<file path="config.mk">
export PLATFORM = sky130hd
export DESIGN_NAME = adc_core_trim_registers
export DESIGN_NICKNAME = d
export VERILOG_FILES = /design/src/design/adc_trim_pkg.sv /design/src/design/adc_core_trim_registers.sv
export SDC_FILE = /design/constraint.sdc
export NUM_CORES = 1
export LEC_CHECK = 0
export ABC_AREA = 1
export ABC_CLOCK_PERIOD_IN_PS = 3490
export BUFFER_PORTS_ARGS = -buffer_cell sky130_fd_sc_hd__clkbuf_2
export CAP_MARGIN = 30
export CORE_MARGIN = 10
export CORE_UTILIZATION = 24
export DETAILED_ROUTE_END_ITERATION = 10
export PLACE_DENSITY = 0.53
export SKIP_LAST_GASP = 1
export SLEW_MARGIN = 20
export SYNTH_ARGS = -nofsm -noshare
export SYNTH_HDL_FRONTEND = slang
export SYNTH_SLANG_ARGS = --single-unit
</file>
<file path="constraint.sdc">
create_clock -name clk_i -period 3.49 [get_ports clk_i]
set_clock_uncertainty 0.05 [all_clocks]
set_input_delay 0.5235 -clock clk_i [delete_from_list [all_inputs] [get_ports clk_i]]
set_output_delay 0.5235 -clock clk_i [all_outputs]
set_load 0.01 [all_outputs]
</file>
<file path="src/design/adc_trim_pkg.sv">
// Purpose: constants and types for the converter core trim register bank
// Assumes: classic wishbone, 32-bit data, one word per register index
// Notes: byte address of a register is four times its index
// Notes on behaviour
// [RULE1] core b single-mode input-b timing trim, 8 bits
// [RULE2] core a dual-mode input-a offset trim applied
// [RULE3] core a dual-mode input-b offset trim applied
// [RULE4] core a single-mode input-a offset trim applied
// [RULE5] core a single-mode input-b offset trim applied
// [RULE6] reset loads every trim from fuse values
// [RULE7] trims readable and replaceable by software
// [RULE8] mode, input, calibration select trims; reserved ignored
`default_nettype none
package adc_trim_pkg;

	// ----------------------------------------
	// register indices (byte address = index * 4)
	// ----------------------------------------
	localparam logic [9:0] idx_core_b_single_inb_timing_trim = 10'h31b;
	localparam logic [9:0] idx_core_a_dual_ina_offset_trim   = 10'h344;
	localparam logic [9:0] idx_core_a_dual_inb_offset_trim   = 10'h346;
	localparam logic [9:0] idx_core_a_single_ina_offset_trim = 10'h348;
	localparam logic [9:0] idx_core_a_single_inb_offset_trim = 10'h34a;
	localparam logic [9:0] idx_trim_control                  = 10'h300; // mode and enable
	localparam logic [9:0] idx_trim_status                   = 10'h301; // applied values
	localparam logic [9:0] offset_index_step                 = 10'h002; // spacing of offsets

	// ----------------------------------------
	// field layout
	// ----------------------------------------
	localparam int offset_width      = 12; // live offset bits, 15:12 reserved
	localparam int timing_width      = 8;
	localparam int ctrl_single_bit   = 0; // 1 = single-channel mode
	localparam int ctrl_inb_bit      = 1; // 1 = input b is sampled
	localparam int ctrl_fg_cal_bit   = 2; // 1 = foreground calibration enabled
	localparam int stat_a_off_lsb    = 0;
	localparam int stat_a_apply_bit  = 12;
	localparam int stat_b_tim_lsb    = 13;
	localparam int stat_b_apply_bit  = 21;

	// ----------------------------------------
	// reset values
	// ----------------------------------------
	localparam logic [2:0]  ctrl_reset  = 3'h0;
	localparam logic [31:0] rdata_reset = 32'h0;

	// bus handshake states, one-hot
	typedef enum logic [1:0] {
		bus_idle = 2'h1,
		bus_ack  = 2'h2
	} bus_state_type;

endpackage
`default_nettype wire

</file>
<file path="src/design/adc_core_trim_registers.sv">
// Purpose: trim register bank steering core a offset and core b timing
// Assumes: fuse inputs come from fuse logic on clk_i, stable around reset
// Notes: one wait state; writes land on the edge that raises ack_o
`timescale 1ns/10ps
`default_nettype none
module adc_core_trim_registers (
	// clock and reset
	input  wire logic        clk_i,
	input  wire logic        rst_i,
	// wishbone slave
	input  wire logic        cyc_i,
	input  wire logic        stb_i,
	input  wire logic        we_i,
	input  wire logic [11:0] adr_i,
	input  wire logic [3:0]  sel_i,
	input  wire logic [31:0] dat_i,
	output logic      [31:0] dat_o,
	output logic             ack_o,
	// factory trims from fuse storage
	input  wire logic [7:0]  fuse_core_b_timing_i,
	input  wire logic [11:0] fuse_dual_ina_offset_i,
	input  wire logic [11:0] fuse_dual_inb_offset_i,
	input  wire logic [11:0] fuse_single_ina_offset_i,
	input  wire logic [11:0] fuse_single_inb_offset_i,
	// trims applied to the cores
	output logic      [11:0] core_a_offset_o,
	output logic             core_a_offset_apply_o,
	output logic      [7:0]  core_b_timing_o,
	output logic             core_b_timing_apply_o
);

	// ----------------------------------------
	// state
	// ----------------------------------------
	typedef struct packed {
		adc_trim_pkg::bus_state_type bus;    // handshake phase
		logic                        ack;    // bus answer
		logic [31:0]                 rdata;  // read word
		logic [7:0]                  tim_b;  // core b timing trim
		logic [3:0][15:0]            off;    // {single,inb} indexed offsets
		logic [2:0]                  ctrl;   // mode, input, calibration
		logic [11:0]                 a_off;  // applied core a offset
		logic                        a_apply;
		logic [7:0]                  b_tim;  // applied core b timing
		logic                        b_apply;
	} state_type;

	state_type q;      // registered state
	state_type next_q; // next state

	// byte-lane merge of a 16-bit register
	function automatic logic [15:0] merge16(input logic [15:0] old,
	                                        input logic [31:0] d,
	                                        input logic [3:0]  s);
		merge16 = old;
		if (s[0]) begin
			merge16[7:0] = d[7:0];
		end
		if (s[1]) begin
			merge16[15:8] = d[15:8];
		end
	endfunction

	logic [9:0] idx;        // word index of the access
	logic       single_sel; // single-channel mode selected
	logic       inb_sel;    // input b selected
	logic       fg_en;      // foreground calibration on

	assign idx        = adr_i[11:2];
	assign single_sel = q.ctrl[adc_trim_pkg::ctrl_single_bit];
	assign inb_sel    = q.ctrl[adc_trim_pkg::ctrl_inb_bit];
	assign fg_en      = q.ctrl[adc_trim_pkg::ctrl_fg_cal_bit];

	// ----------------------------------------
	// next-state logic
	// ----------------------------------------
	always_comb begin
		logic        take;
		logic [9:0]  oidx;
		logic [31:0] rd;
		logic [1:0]  sel;
		take   = 1'b0;
		oidx   = 10'h0;
		rd     = 32'h0;
		sel    = 2'h0;
		next_q = q;
		// bus handshake: one wait state, ack held one cycle only
		case (q.bus)
			adc_trim_pkg::bus_idle: begin
				next_q.ack = 1'b0;
				if (cyc_i && stb_i) begin
					take       = 1'b1;
					next_q.bus = adc_trim_pkg::bus_ack;
					next_q.ack = 1'b1;
				end
			end
			adc_trim_pkg::bus_ack: begin
				// master releases the request at the ack edge
				next_q.bus = adc_trim_pkg::bus_idle;
				next_q.ack = 1'b0;
			end
			default: begin
				next_q.bus = adc_trim_pkg::bus_idle;
				next_q.ack = 1'b0;
			end
		endcase
		// register writes and read mux; unmapped reads as zero
		if (idx == adc_trim_pkg::idx_core_b_single_inb_timing_trim) begin
			rd[7:0] = q.tim_b; // RULE7
			if (take && we_i && sel_i[0]) begin
				next_q.tim_b = dat_i[7:0]; // RULE1
			end
		end
		if (idx == adc_trim_pkg::idx_trim_control) begin
			rd[2:0] = q.ctrl;
			if (take && we_i && sel_i[0]) begin
				next_q.ctrl = dat_i[2:0];
			end
		end
		if (idx == adc_trim_pkg::idx_trim_status) begin
			// read-only view of what the cores receive
			rd[adc_trim_pkg::stat_a_off_lsb +: 12] = q.a_off;
			rd[adc_trim_pkg::stat_a_apply_bit]     = q.a_apply;
			rd[adc_trim_pkg::stat_b_tim_lsb +: 8]  = q.b_tim;
			rd[adc_trim_pkg::stat_b_apply_bit]     = q.b_apply;
		end
		for (int i = 0; i < 4; i++) begin
			oidx = adc_trim_pkg::idx_core_a_dual_ina_offset_trim
			       + 10'(i) * adc_trim_pkg::offset_index_step;
			if (idx == oidx) begin
				rd[15:0] = q.off[i]; // RULE7
				if (take && we_i) begin
					// reserved bits stored as written, never applied
					next_q.off[i] = merge16(q.off[i], dat_i, sel_i); // RULE2 RULE3 RULE4 RULE5
				end
			end
		end
		if (take) begin
			next_q.rdata = rd;
		end
		// trim steering from mode, input and calibration enable
		sel = {single_sel, inb_sel};
		if (fg_en) begin
			next_q.a_off   = q.off[sel][adc_trim_pkg::offset_width-1:0]; // RULE2 RULE3 RULE4 RULE5 RULE8
			next_q.a_apply = 1'b1;
		end else begin
			next_q.a_off   = 12'h0; // RULE8
			next_q.a_apply = 1'b0;
		end
		// core b timing trim used only for single mode sampling input b
		if (fg_en && single_sel && inb_sel) begin
			next_q.b_tim   = q.tim_b; // RULE1
			next_q.b_apply = 1'b1;
		end else begin
			next_q.b_tim   = 8'h0;
			next_q.b_apply = 1'b0;
		end
	end

	// ----------------------------------------
	// state register
	// ----------------------------------------
	always_ff @(posedge clk_i) begin
		if (rst_i) begin
			// factory trims rather than zero; reset is synchronous
			q.bus     <= adc_trim_pkg::bus_idle;
			q.ack     <= 1'b0;
			q.rdata   <= adc_trim_pkg::rdata_reset;
			q.tim_b   <= fuse_core_b_timing_i; // RULE6
			q.off[0]  <= {4'h0, fuse_dual_ina_offset_i}; // RULE6
			q.off[1]  <= {4'h0, fuse_dual_inb_offset_i};
			q.off[2]  <= {4'h0, fuse_single_ina_offset_i};
			q.off[3]  <= {4'h0, fuse_single_inb_offset_i};
			q.ctrl    <= adc_trim_pkg::ctrl_reset;
			q.a_off   <= 12'h0;
			q.a_apply <= 1'b0;
			q.b_tim   <= 8'h0;
			q.b_apply <= 1'b0;
		end else begin
			q <= next_q;
		end
	end

	// outputs straight from flops
	assign dat_o                 = q.rdata;
	assign ack_o                 = q.ack;
	assign core_a_offset_o       = q.a_off;
	assign core_a_offset_apply_o = q.a_apply;
	assign core_b_timing_o       = q.b_tim;
	assign core_b_timing_apply_o = q.b_apply;
endmodule
`default_nettype wire

</file>
-- Yosys cells after proc, flatten, opt, wreduce, memory -nomap -nowiden
Index checks and enable logic that the tools add are counted.
Widths: inputs -> output; s select.
- $lt $le $gt $ge: 1
- eq/ne operators: 8
- muxes and demuxes: 32
- bitwise operators: 3
- reductions and logical operators: 31
- operators with widths (kind ; number):
    $mux 16 ; 12
    $mux 97 ; 1
    $eq 10x10->1 const B ; 7
    $mux 8 ; 8
    $reduce_and 3->1 ; 12
    $bmux 16 s2 ; 1
    $mux 22 ; 1
    $reduce_bool 2->1 ; 9
    $mux 13 ; 1
    $mux 12 ; 1
    $mux 3 ; 3
    $mux 9 ; 1
    $reduce_or 2->1 ; 3
    $logic_and 1x1->1 ; 5
    $reduce_and 2->1 ; 2
    $lt 2x3->1 const B ; 1
    $mux 1 ; 3
    $not 1->1 ; 3
    $eq 2x1->1 const B ; 1
- flip-flop bits (word level): 122
- input port bits: 109
- output and inout port bits: 55
- logic and storage cells: 96

-- Depth between registers and ports, before layout
Gate-level depths: netlist of the first run.
- depth after elaboration: 8
- depth in mapped cells: 13
- mapped depth without buffers: 12

-- Worst setup path after synthesis of the first run
Ideal clock, no wire load.
- path kind: input-to-reg
- start point: input adr_i[2]
- end point: register q[73] in the netlist's numbering (enable)
- setup time: 0.384 ns
- data arrival time: 1.863 ns
- data required time: 3.056 ns
- slack: 1.193 ns
- cell stages on the path: 5
- buffers on the path: 2
- cell sequence: buf_6 nor3_4 nand2_4 buf_6 o21ai_0
- cells in the longest elaborated chain, start to end: 3
- ends and longest elaborated chain (item ; line ; RTL):
    start: declaration ; adc_core_trim_registers.sv:14 ; input wire logic [11:0] adr_i,
    $eq 10x10->1 ; adc_core_trim_registers.sv:130 ; if (idx == oidx) begin
    $reduce_bool 2->1 (no line) ; - ;
    $reduce_and 3->1 (no line) ; - ;
    end signal: assignment ; adc_core_trim_registers.sv:180 ; q <= next_q;
    end: declaration ; adc_core_trim_registers.sv:48 ; state_type q;
No other way between the ends.
A chain may end at the register's enable or synchronous reset.

-- Worst setup path after layout of the first run
- start point: register q[131] in the netlist's numbering
- end point: register q (netlist bit dat_o[11])
- cells in the longest elaborated chain, start to end: 2
- ends and longest elaborated chain (item ; line ; RTL):
    $eq 2x1->1 ; adc_core_trim_registers.sv:88 ; case (q.bus)
    $mux 1 ; adc_core_trim_registers.sv:88 ;
No other way between the ends.

==> impl_metrics.py, run 1 <==
metrics = {
    "run_status": {
        "outcome": "complete, no violations",
    },
    "cts": {
        "hold_buffers": 0,
        "clk_latency_ns": 0.42,
        "root_buffer": "clkbuf_16",
        "cts-resized-gates": 0,
        "clkTransAtPathRegs_ns": 0.06,
        "cts_max_level": 4,
        "cts_buffer_depth": 2,
        "cts_setup_buffers": 0,
        "clock-sinks": 122,
        "cts_tree": "done",
        "cts_buffers": 17,
    },
    "synth": {
        "synth_cell_type_count": 32,
        "synth_area_leaders": "edfxtp_1 26%, dfxtp_1 20%, nand2_1 11%",
        "ys_ff_latch": 122,
        "synth_top_area_frac": 0.261,
        "yosysSeqAreaShare": 0.466,
        "syn_inst": 826,
        "synth_most_common_cell": "nand2_1",
        "ys_warn_count": 0,
        "syn_area_sq_um": 6450,
        "netlist.top_cell.by_area": "edfxtp_1",
        "synthTopCellsByCount": "196 x nand2_1, 96 x nor2_1, 92 x o21ai_0",
        "avgSynthCellArea_sq_um": 7.80,
        "ys.flop_type": "dfxtp_1",
        "synth-async-reset-ratio": 0,
        "synth_edf_count": 56,
    },
    "power": {
        "p_comb_frac": 0.067,
        "swShare": 0.236,
        "p_seq_frac": 0.442,
        "p_leak_nw": 3.37,
        "internal_power_mw": 2.75,
        "power.share.clock": 0.491,
        "switchingPower_mw": 0.849,
        "powerDensity_nw_per_um2": 469,
        "max-vdd-ir-drop_uv": 312,
    },
    "setup_path": {
        "path_common_cell": "inv_1",
        "crit_family": "buffers and inverters",
        "path_cells": "inv_1 -> nand4_4 -> buf_4 -> inv_1 -> o21ai_0 -> o21bai_1 -> a21oi_1",
        "r2r_end": "dat_o[11]$_SDFFE_PP0P_",
        "crit_buf_inv": 3,
        "crit_path_end_kind": "flop",
        "path_max_fanout": 19,
        "cpPeakStageDelay_ns": 0.57,
        "start_kind": "flop",
        "cp.required_ns": 3.78,
        "setup.worst_path.class": "flop to flop",
        "timing.rr.start": "q[131]$_SDFFE_PP0P_",
        "r2r_cells": 7,
        "arrival_ns": 2.44,
        "cp_slowest_cell": "inv_1",
        "regToRegSetupSlack_ns": 1.34,
    },
    "detailed_routing": {
        "drt_first_pass_iters": 6,
        "antenna_left": 0,
        "drt_iter0_markers": 523,
        "finalWirelength_um": 22400,
        "drc": 0,
        "via_per_inst": 4.46,
        "vias": 5623,
        "routedWlPerCell_um": 17.8,
    },
    "min_path": {
        "min_to": "fg_en$_SDFFE_PP0P_",
        "hold_class": "input port to flop",
        "hp-start": "dat_i[2]",
        "holdPathStages": 3,
    },
    "die": {
        "core-area_sq_um": 26300,
        "die_area_sq_um": 33800,
        "ios": 164,
        "num_rows": 59,
        "die_y_um": 184,
        "initial_core_util": 0.245,
        "die_w_um": 184,
    },
    "sta": {
        "worstMarginPinSlew_ns": 0.912,
        "hold_violations": 0,
        "rsz0062_at_grt": "false",
        "final_max_slew_viol_count": 0,
        "max_slew_margin": 0.392,
        "setup_viol": 0,
        "period_share": 0.615,
        "fin_tns_setup_ns": 0,
        "fin_crit_ns": 2.15,
        "fmax_ghz": 0.466,
    },
    "global_routing": {
        "gr-total-overflow": 0,
        "antenna_found_initial": 0,
        "first_global_vias": 5456,
        "grt_max_degree": 87,
        "grt_pass1_wl_um": 33500,
        "track_usage": 0.132,
    },
    "finish": {
        "drive_gt1_frac": 0.241,
        "utilization": 0.292,
        "diodes": 0,
        "area_delta_synth_final_pct": 19.0,
        "fillers": 2885,
        "nNetsFinal": 1022,
    },
    "flow_run": {
        "maxCapViolations": 0,
    },
    "place": {
        "gp_congestion": 0.852,
        "dp_hpwl_um": 17300,
        "portBuffers": 133,
    },
}
power by group through the flow:
stage	sequential (mW)	clock, mW	combinational [mW]
finish	1.59	1.77	0.243
CTS	1.59	1.79	0.242
global placement	1.62	0	0.237
global route	1.59	1.86	0.273
detailed placement	1.62	0	0.240
floorplan	1.60	0	0.137
kinds of logic after synthesis:
group | share of synthesized area
and+or+nand+nor | 0.262
AOI/OAI and AO/OA | 0.140
buffers and inverters | 0.132
DFF | 0.466
other | 0.000582
worst max path at each step:
stage                   startpoint  cells past startpoint                     end  slack (ns)
2_1_floorplan             adr_i[2]                      5         q[73]$_DFFE_PP_        1.19
3_3_place_gp             adr_i[10]                     11  dat_o[10]$_SDFFE_PP0P_        0.99
3_5_place_dp             adr_i[11]                     11  dat_o[10]$_SDFFE_PP0P_        0.99
4_1_cts        q[131]$_SDFFE_PP0P_                      7  dat_o[11]$_SDFFE_PP0P_        1.39
5_1_grt                  adr_i[11]                     11   dat_o[8]$_SDFFE_PP0P_        1.16
6_report       q[131]$_SDFFE_PP0P_                      7  dat_o[11]$_SDFFE_PP0P_        1.34
worst register-to-register path, stage by stage (launching register included):
cell	delay (ns)
dfxtp_1	0.29
inv_1	0.08
nand4_4	0.17
buf_4	0.27
inv_1	0.58
o21ai_0	0.19
o21bai_1	0.29
a21oi_1	0.16
flip-flops by register name, indices dropped and copies added (netlist names):
name                   count
inb_sel                    1
core_b_timing_o            8
fg_en                      1
core_a_offset_o           12
ack_o                      1
q                         75
core_b_timing_apply_o      1
core_a_offset_apply_o      1
dat_o                     22
through the flow:
| step | instances | cell area [sq um] | setup slack [ns] | total power [mW] | hold slack (ns) |
|---|---|---|---|---|---|
| 2_1_floorplan | 835 | 6480 | 1.19 | 1.74 | 0.396 |
| 3_3_place_gp | 1229 | 7090 | 0.992 | 1.86 | 0.402 |
| 3_5_place_dp | 1229 | 7090 | 0.994 | 1.86 | 0.407 |
| 4_1_cts | 1260 | 7670 | 1.39 | 3.62 | 0.294 |
| 5_1_grt | 1260 | 7670 | 1.16 | 3.73 | 0.318 |
| 6_report | 1260 | 7670 | 1.34 | 3.60 | 0.308 |
placed cells by master, fill, tap and decap left out, types with 7 or more instances in the layout:
cell       count
o21ai_0       92
clkbuf_16     17
a21oi_2        8
nand2_1      196
nor2_1        96
dfxtp_1       66
nand3_1       39
buf_4         15
edfxtp_1      56
o21ai_1       17
nand4_1       13
conb_1        10
a21oi_1       40
nor2_2         9
inv_1         61
clkbuf_2     132
inv_2          7
layer usage:
metal	part of all wire	vias up	track usage	routed length (um)
li1	-	2818	-	-
met1	0.51	2509	0.201	11400
met2	0.38	282	0.168	8500
met3	0.10	14	0.0415	2310
met4	0.011	0	0.0390	254
met5	0	-	0	0
area by class of cell:
type                            instances  area, sq um  area share
Inverter                               69          260      0.0339
Tap cell                              335          419      0.0547
Clock buffer                           18          429      0.0560
Timing Repair Buffer                  148          778       0.101
Sequential cell                       122         3000       0.392
Multi-Input combinational cell        555         2630       0.342
Clock inverter                         13          153      0.0199
No activity file was read; power rests on OpenSTA's default activity.
==> run 2, diff against run 1 <==
--- a/config.mk
+++ b/config.mk
@@ -6,7 +6,7 @@
 export NUM_CORES = 1
 export LEC_CHECK = 0
 export ABC_AREA = 1
-export ABC_CLOCK_PERIOD_IN_PS = 3490
+export ABC_CLOCK_PERIOD_IN_PS = 2200
 export BUFFER_PORTS_ARGS = -buffer_cell sky130_fd_sc_hd__clkbuf_2
 export CAP_MARGIN = 30
 export CORE_MARGIN = 10
==> constraint.sdc (replaced) <==
create_clock -name clk_i -period 2.2 [get_ports clk_i]
set_clock_uncertainty 0.05 [all_clocks]
set_input_delay 0.33 -clock clk_i [delete_from_list [all_inputs] [get_ports clk_i]]
set_output_delay 0.33 -clock clk_i [all_outputs]
set_load 0.01 [all_outputs]
==> run 2 against run 1 <==
Effect of this change:
- register-to-register slack lost 1.2 ns
- critical path depth is the same
- cell count grew 1.0%
- setup slack lost 1.2 ns
- combinational power grew 59%
- die area is the same
- routed wire length shrank 2.2%
==> impl_metrics.py, run 2 (same netlist as run 1, synthesis figures left out) <==
metrics = {
    "global_routing": {
        "antenna_found_initial": 0,
        "first_global_vias": 5393,
        "grt_max_degree": 87,
        "gr-total-overflow": 0,
        "track_usage": 0.128,
        "grt_pass1_wl_um": 32800,
    },
    "sta": {
        "period_share": 0.933,
        "fin_tns_setup_ns": 0,
        "setup_viol": 0,
        "rsz0062_at_grt": "false",
        "fmax_ghz": 0.487,
        "worstMarginPinSlew_ns": 0.641,
        "final_max_slew_viol_count": 0,
        "fin_crit_ns": 2.05,
        "hold_violations": 0,
        "max_slew_margin": 0.569,
    },
    "detailed_routing": {
        "routedWlPerCell_um": 17.2,
        "drt_iter0_markers": 505,
        "drt_first_pass_iters": 5,
        "finalWirelength_um": 21900,
        "drc": 0,
        "vias": 5625,
        "antenna_left": 0,
        "via_per_inst": 4.42,
    },
    "finish": {
        "diodes": 0,
        "final_cell_mix": "196 x nand2_1, 132 x clkbuf_2, 96 x nor2_1",
        "largest_register_ffs": 75,
        "area_delta_synth_final_pct": 21.1,
        "largest_register": "q",
        "drive_gt1_frac": 0.254,
        "nNetsFinal": 1034,
        "final_common_cell": "nand2_1",
    },
    "die": {
        "die_area_sq_um": 33800,
        "core-area_sq_um": 26300,
        "die_y_um": 184,
        "die_w_um": 184,
        "initial_core_util": 0.245,
        "num_rows": 59,
        "ios": 164,
    },
    "setup_path": {
        "cp.required_ns": 2.27,
        "setup.worst_path.class": "flop to flop",
        "crit_path_end_kind": "flop",
        "arrival_ns": 2.12,
        "path_max_fanout": 10,
        "start_kind": "flop",
    },
    "place": {
        "gp_congestion": 0.870,
        "dp_hpwl_um": 17400,
        "portBuffers": 133,
    },
    "cts": {
        "clock-sinks": 122,
        "cts_buffer_depth": 2,
        "cts_buffers": 17,
        "cts_max_level": 4,
        "clkTransAtPathRegs_ns": 0.06,
        "cts-resized-gates": 0,
        "clk_latency_ns": 0.42,
        "cts_setup_buffers": 0,
        "hold_buffers": 0,
        "root_buffer": "clkbuf_16",
        "cts_tree": "done",
    },
    "power": {
        "p_leak_nw": 3.46,
        "total_power_mw": 5.83,
        "max-vdd-ir-drop_uv": 538,
        "powerDensity_nw_per_um2": 747,
    },
    "run_status": {
        "outcome": "complete, no violations",
    },
    "min_path": {
        "hold_class": "input port to flop",
    },
    "flow_run": {
        "maxCapViolations": 0,
    },
}
==> run 2: cell count changes in the layout (fill, tap and decap cells not counted) <==
cell	delta
inv_6	+3
clkinv_1	-2
buf_12	+1
clkinvlp_4	-3
clkinv_4	+5
clkinv_2	-3
inv_8	+1
buf_4	+11
==> run 2: layout make-up <==
class                      instances  area [sq um]
multi-input combinational        555          2630
tap                              335           419
sequential                       122          3000
clock buffer                      18           429
fill                            2841         18500
timing repair buffer             160           881
inverter                          69           260
clock inverter                    14           189
==> run 2: power breakdown <==
part	switching, mW	leakage (nW)	internal [mW]	total [mW]
clock network	1.11	0.302	1.81	2.93
registers	0.0487	1.07	2.47	2.52
logic	0.253	2.08	0.133	0.386
==> run 2: path summary, 6_finish.rpt <==
kind	from	end	slack [ns]	cells after the start
max	q[131]$_SDFFE_PP0P_	q[66]$_DFFE_PP_	0.15	7
min	fuse_core_b_timing_i[3]	q[92]$_DFFE_PP_	0.14	3
max reg2reg	q[131]$_SDFFE_PP0P_	q[66]$_DFFE_PP_	0.15	7
min reg2reg	dat_o[21]$_SDFFE_PP0P_	dat_o[21]$_SDFFE_PP0P_	0.41	2
==> run 2: metrics by stage <==
stage | util | hold WS [ns] | worst slack (ns) | instance area (sq um) | std cells
6_report | 0.297 | 0.139 | 0.146 | 7810 | 1273
3_3_place_gp | 0.274 | 0.403 | 0.100 | 7190 | 1241
3_5_place_dp | 0.274 | 0.407 | 0.0622 | 7190 | 1241
2_1_floorplan | - | 0.396 | 0.0966 | 6480 | 835
5_1_grt | 0.297 | 0.141 | 0.0136 | 7810 | 1273
4_1_cts | 0.297 | 0.123 | 0.140 | 7810 | 1273
==> run 2: metal layers <==
metal / track usage / up-vias / part of all wire
li1: - / 2847 / -
met1: 0.185 / 2481 / 0.50
met2: 0.167 / 280 / 0.38
met3: 0.0494 / 17 / 0.10
met4: 0.0426 / 0 / 0.013
met5: 0 / - / 0
==> run 2: worst max-delay path, stage by stage (launching register included) <==
cell and delay (ns):
dfxtp_1 0.30, inv_1 0.08, nand4_4 0.15, nor2_4 0.28, nand2_1 0.30, nor2_2 0.24, inv_1 0.16, nand2_1 0.19
==> run 3, diff against run 2 <==
--- a/config.mk
+++ b/config.mk
@@ -11,6 +11,7 @@
 export CAP_MARGIN = 30
 export CORE_MARGIN = 10
 export CORE_UTILIZATION = 24
+export CTS_BUF_LIST = sky130_fd_sc_hd__clkbuf_16
 export DETAILED_ROUTE_END_ITERATION = 10
 export PLACE_DENSITY = 0.53
 export SKIP_LAST_GASP = 1
==> run 3 against run 2 <==
Effect of this change:
- register-to-register slack is essentially flat
- maximum frequency barely moved
- worst hold slack hardly changed
- flip-flop and latch count unchanged
- power about the same
- first-iteration DRC count increased by 0.20%
- clock power hardly changed
- critical path type unchanged
- highest routed layer unchanged
==> impl_metrics.py, run 3 (same netlist as run 1, synthesis figures left out) <==
metrics = {
    "run_status": {
        "outcome": "complete, no violations",
    },
    "cts": {
        "cts-resized-gates": 0,
        "cts_max_level": 4,
        "cts_setup_buffers": 0,
        "clkTransAtPathRegs_ns": 0.06,
        "clk_latency_ns": 0.42,
        "cts_buffers": 17,
        "clock-sinks": 122,
        "cts_buffer_depth": 2,
        "root_buffer": "clkbuf_16",
        "cts_tree": "done",
        "hold_buffers": 0,
    },
    "setup_path": {
        "setup.worst_path.class": "flop to flop",
        "arrival_ns": 2.12,
        "cp.required_ns": 2.27,
        "path_max_fanout": 10,
        "start_kind": "flop",
        "crit_path_end_kind": "flop",
    },
    "detailed_routing": {
        "antenna_left": 0,
        "via_per_inst": 4.43,
        "routedWlPerCell_um": 17.2,
        "vias": 5638,
        "finalWirelength_um": 21900,
        "drt_first_pass_iters": 5,
        "drc": 0,
        "drt_iter0_markers": 506,
    },
    "finish": {
        "final_area_sq_um": 7810,
        "area_delta_synth_final_pct": 21.1,
        "final_common_cell": "nand2_1",
        "fillers": 2841,
        "largest_register_ffs": 75,
        "diodes": 0,
        "nNetsFinal": 1034,
        "drive_gt1_frac": 0.254,
        "largest_register": "q",
        "final_cell_mix": "196 x nand2_1, 132 x clkbuf_2, 96 x nor2_1",
    },
    "die": {
        "die_area_sq_um": 33800,
        "die_y_um": 184,
        "core-area_sq_um": 26300,
        "num_rows": 59,
        "ios": 164,
        "initial_core_util": 0.245,
        "die_w_um": 184,
    },
    "sta": {
        "fin_ws_ns": 0.148,
        "worstMarginPinSlew_ns": 0.641,
        "fin_crit_ns": 2.05,
        "max_slew_margin": 0.569,
        "period_share": 0.933,
        "setup_viol": 0,
        "rsz0062_at_grt": "false",
        "final_max_slew_viol_count": 0,
        "fmax_ghz": 0.487,
        "hold_violations": 0,
        "fin_tns_setup_ns": 0,
    },
    "global_routing": {
        "track_usage": 0.128,
        "grt_pass1_wl_um": 32800,
        "grt_max_degree": 87,
        "gr-total-overflow": 0,
        "first_global_vias": 5393,
        "antenna_found_initial": 0,
    },
    "power": {
        "max-vdd-ir-drop_uv": 538,
        "powerDensity_nw_per_um2": 747,
        "p_leak_nw": 3.46,
    },
    "place": {
        "pre_cts_ws_ns": 0.0622,
        "portBuffers": 133,
        "place_area_sq_um": 7190,
        "dp_hpwl_um": 17400,
        "gp_congestion": 0.870,
    },
    "flow_run": {
        "maxCapViolations": 0,
    },
    "min_path": {
        "hold_class": "input port to flop",
    },
}
[run 3: power breakdown]
| group | switching (mW) | total (mW) | internal (mW) | leakage [nW] |
|---|---|---|---|---|
| logic | 0.253 | 0.386 | 0.133 | 2.08 |
| clock network | 1.11 | 2.92 | 1.81 | 0.306 |
| registers | 0.0487 | 2.52 | 2.47 | 1.07 |
| total | 1.41 | 5.83 | 4.41 | 3.46 |
[run 3: path summary, 6_finish.rpt]
| kind | startpoint | to | slack (ns) | cells past startpoint |
|---|---|---|---|---|
| setup / recovery | q[131]$_SDFFE_PP0P_ | q[66]$_DFFE_PP_ | 0.15 | 7 |
| hold / removal | fuse_core_b_timing_i[3] | q[92]$_DFFE_PP_ | 0.14 | 3 |
| setup reg to reg | q[131]$_SDFFE_PP0P_ | q[66]$_DFFE_PP_ | 0.15 | 7 |
| hold reg to reg | dat_o[21]$_SDFFE_PP0P_ | dat_o[21]$_SDFFE_PP0P_ | 0.41 | 2 |
[run 3: metal layers]
metal / global-route usage / wire length, um / share of wire
met5: 0 / 0 / 0
met4: 0.0426 / 273 / 0.012
met3: 0.0494 / 2290 / 0.10
met2: 0.167 / 8400 / 0.38
met1: 0.185 / 11000 / 0.50
[run 3: through the flow]
stage	power [mW]	instances	util	hold slack [ns]
after floorplan	2.76	835	-	0.396
after global placement	2.95	1241	0.274	0.403
after detailed placement	2.95	1241	0.274	0.407
after CTS	5.87	1273	0.297	0.123
after global routing	6.04	1273	0.297	0.141
final	5.83	1273	0.297	0.140
[run 3: critical path, cell delays in order (launching register included)]
cell	delay, ns
dfxtp_1	0.30
inv_1	0.08
nand4_4	0.15
nor2_4	0.28
nand2_1	0.30
nor2_2	0.24
inv_1	0.16
nand2_1	0.19
[run 3: layout make-up]
cell class	count	area, sq um	share of cell area
inverter	69	260	0.0333
multi-input combinational	555	2630	0.336
timing repair buffer	160	881	0.113
clock buffer	17	425	0.0545
sequential	122	3000	0.385
clock inverter	15	193	0.0247
tap	335	419	0.0537
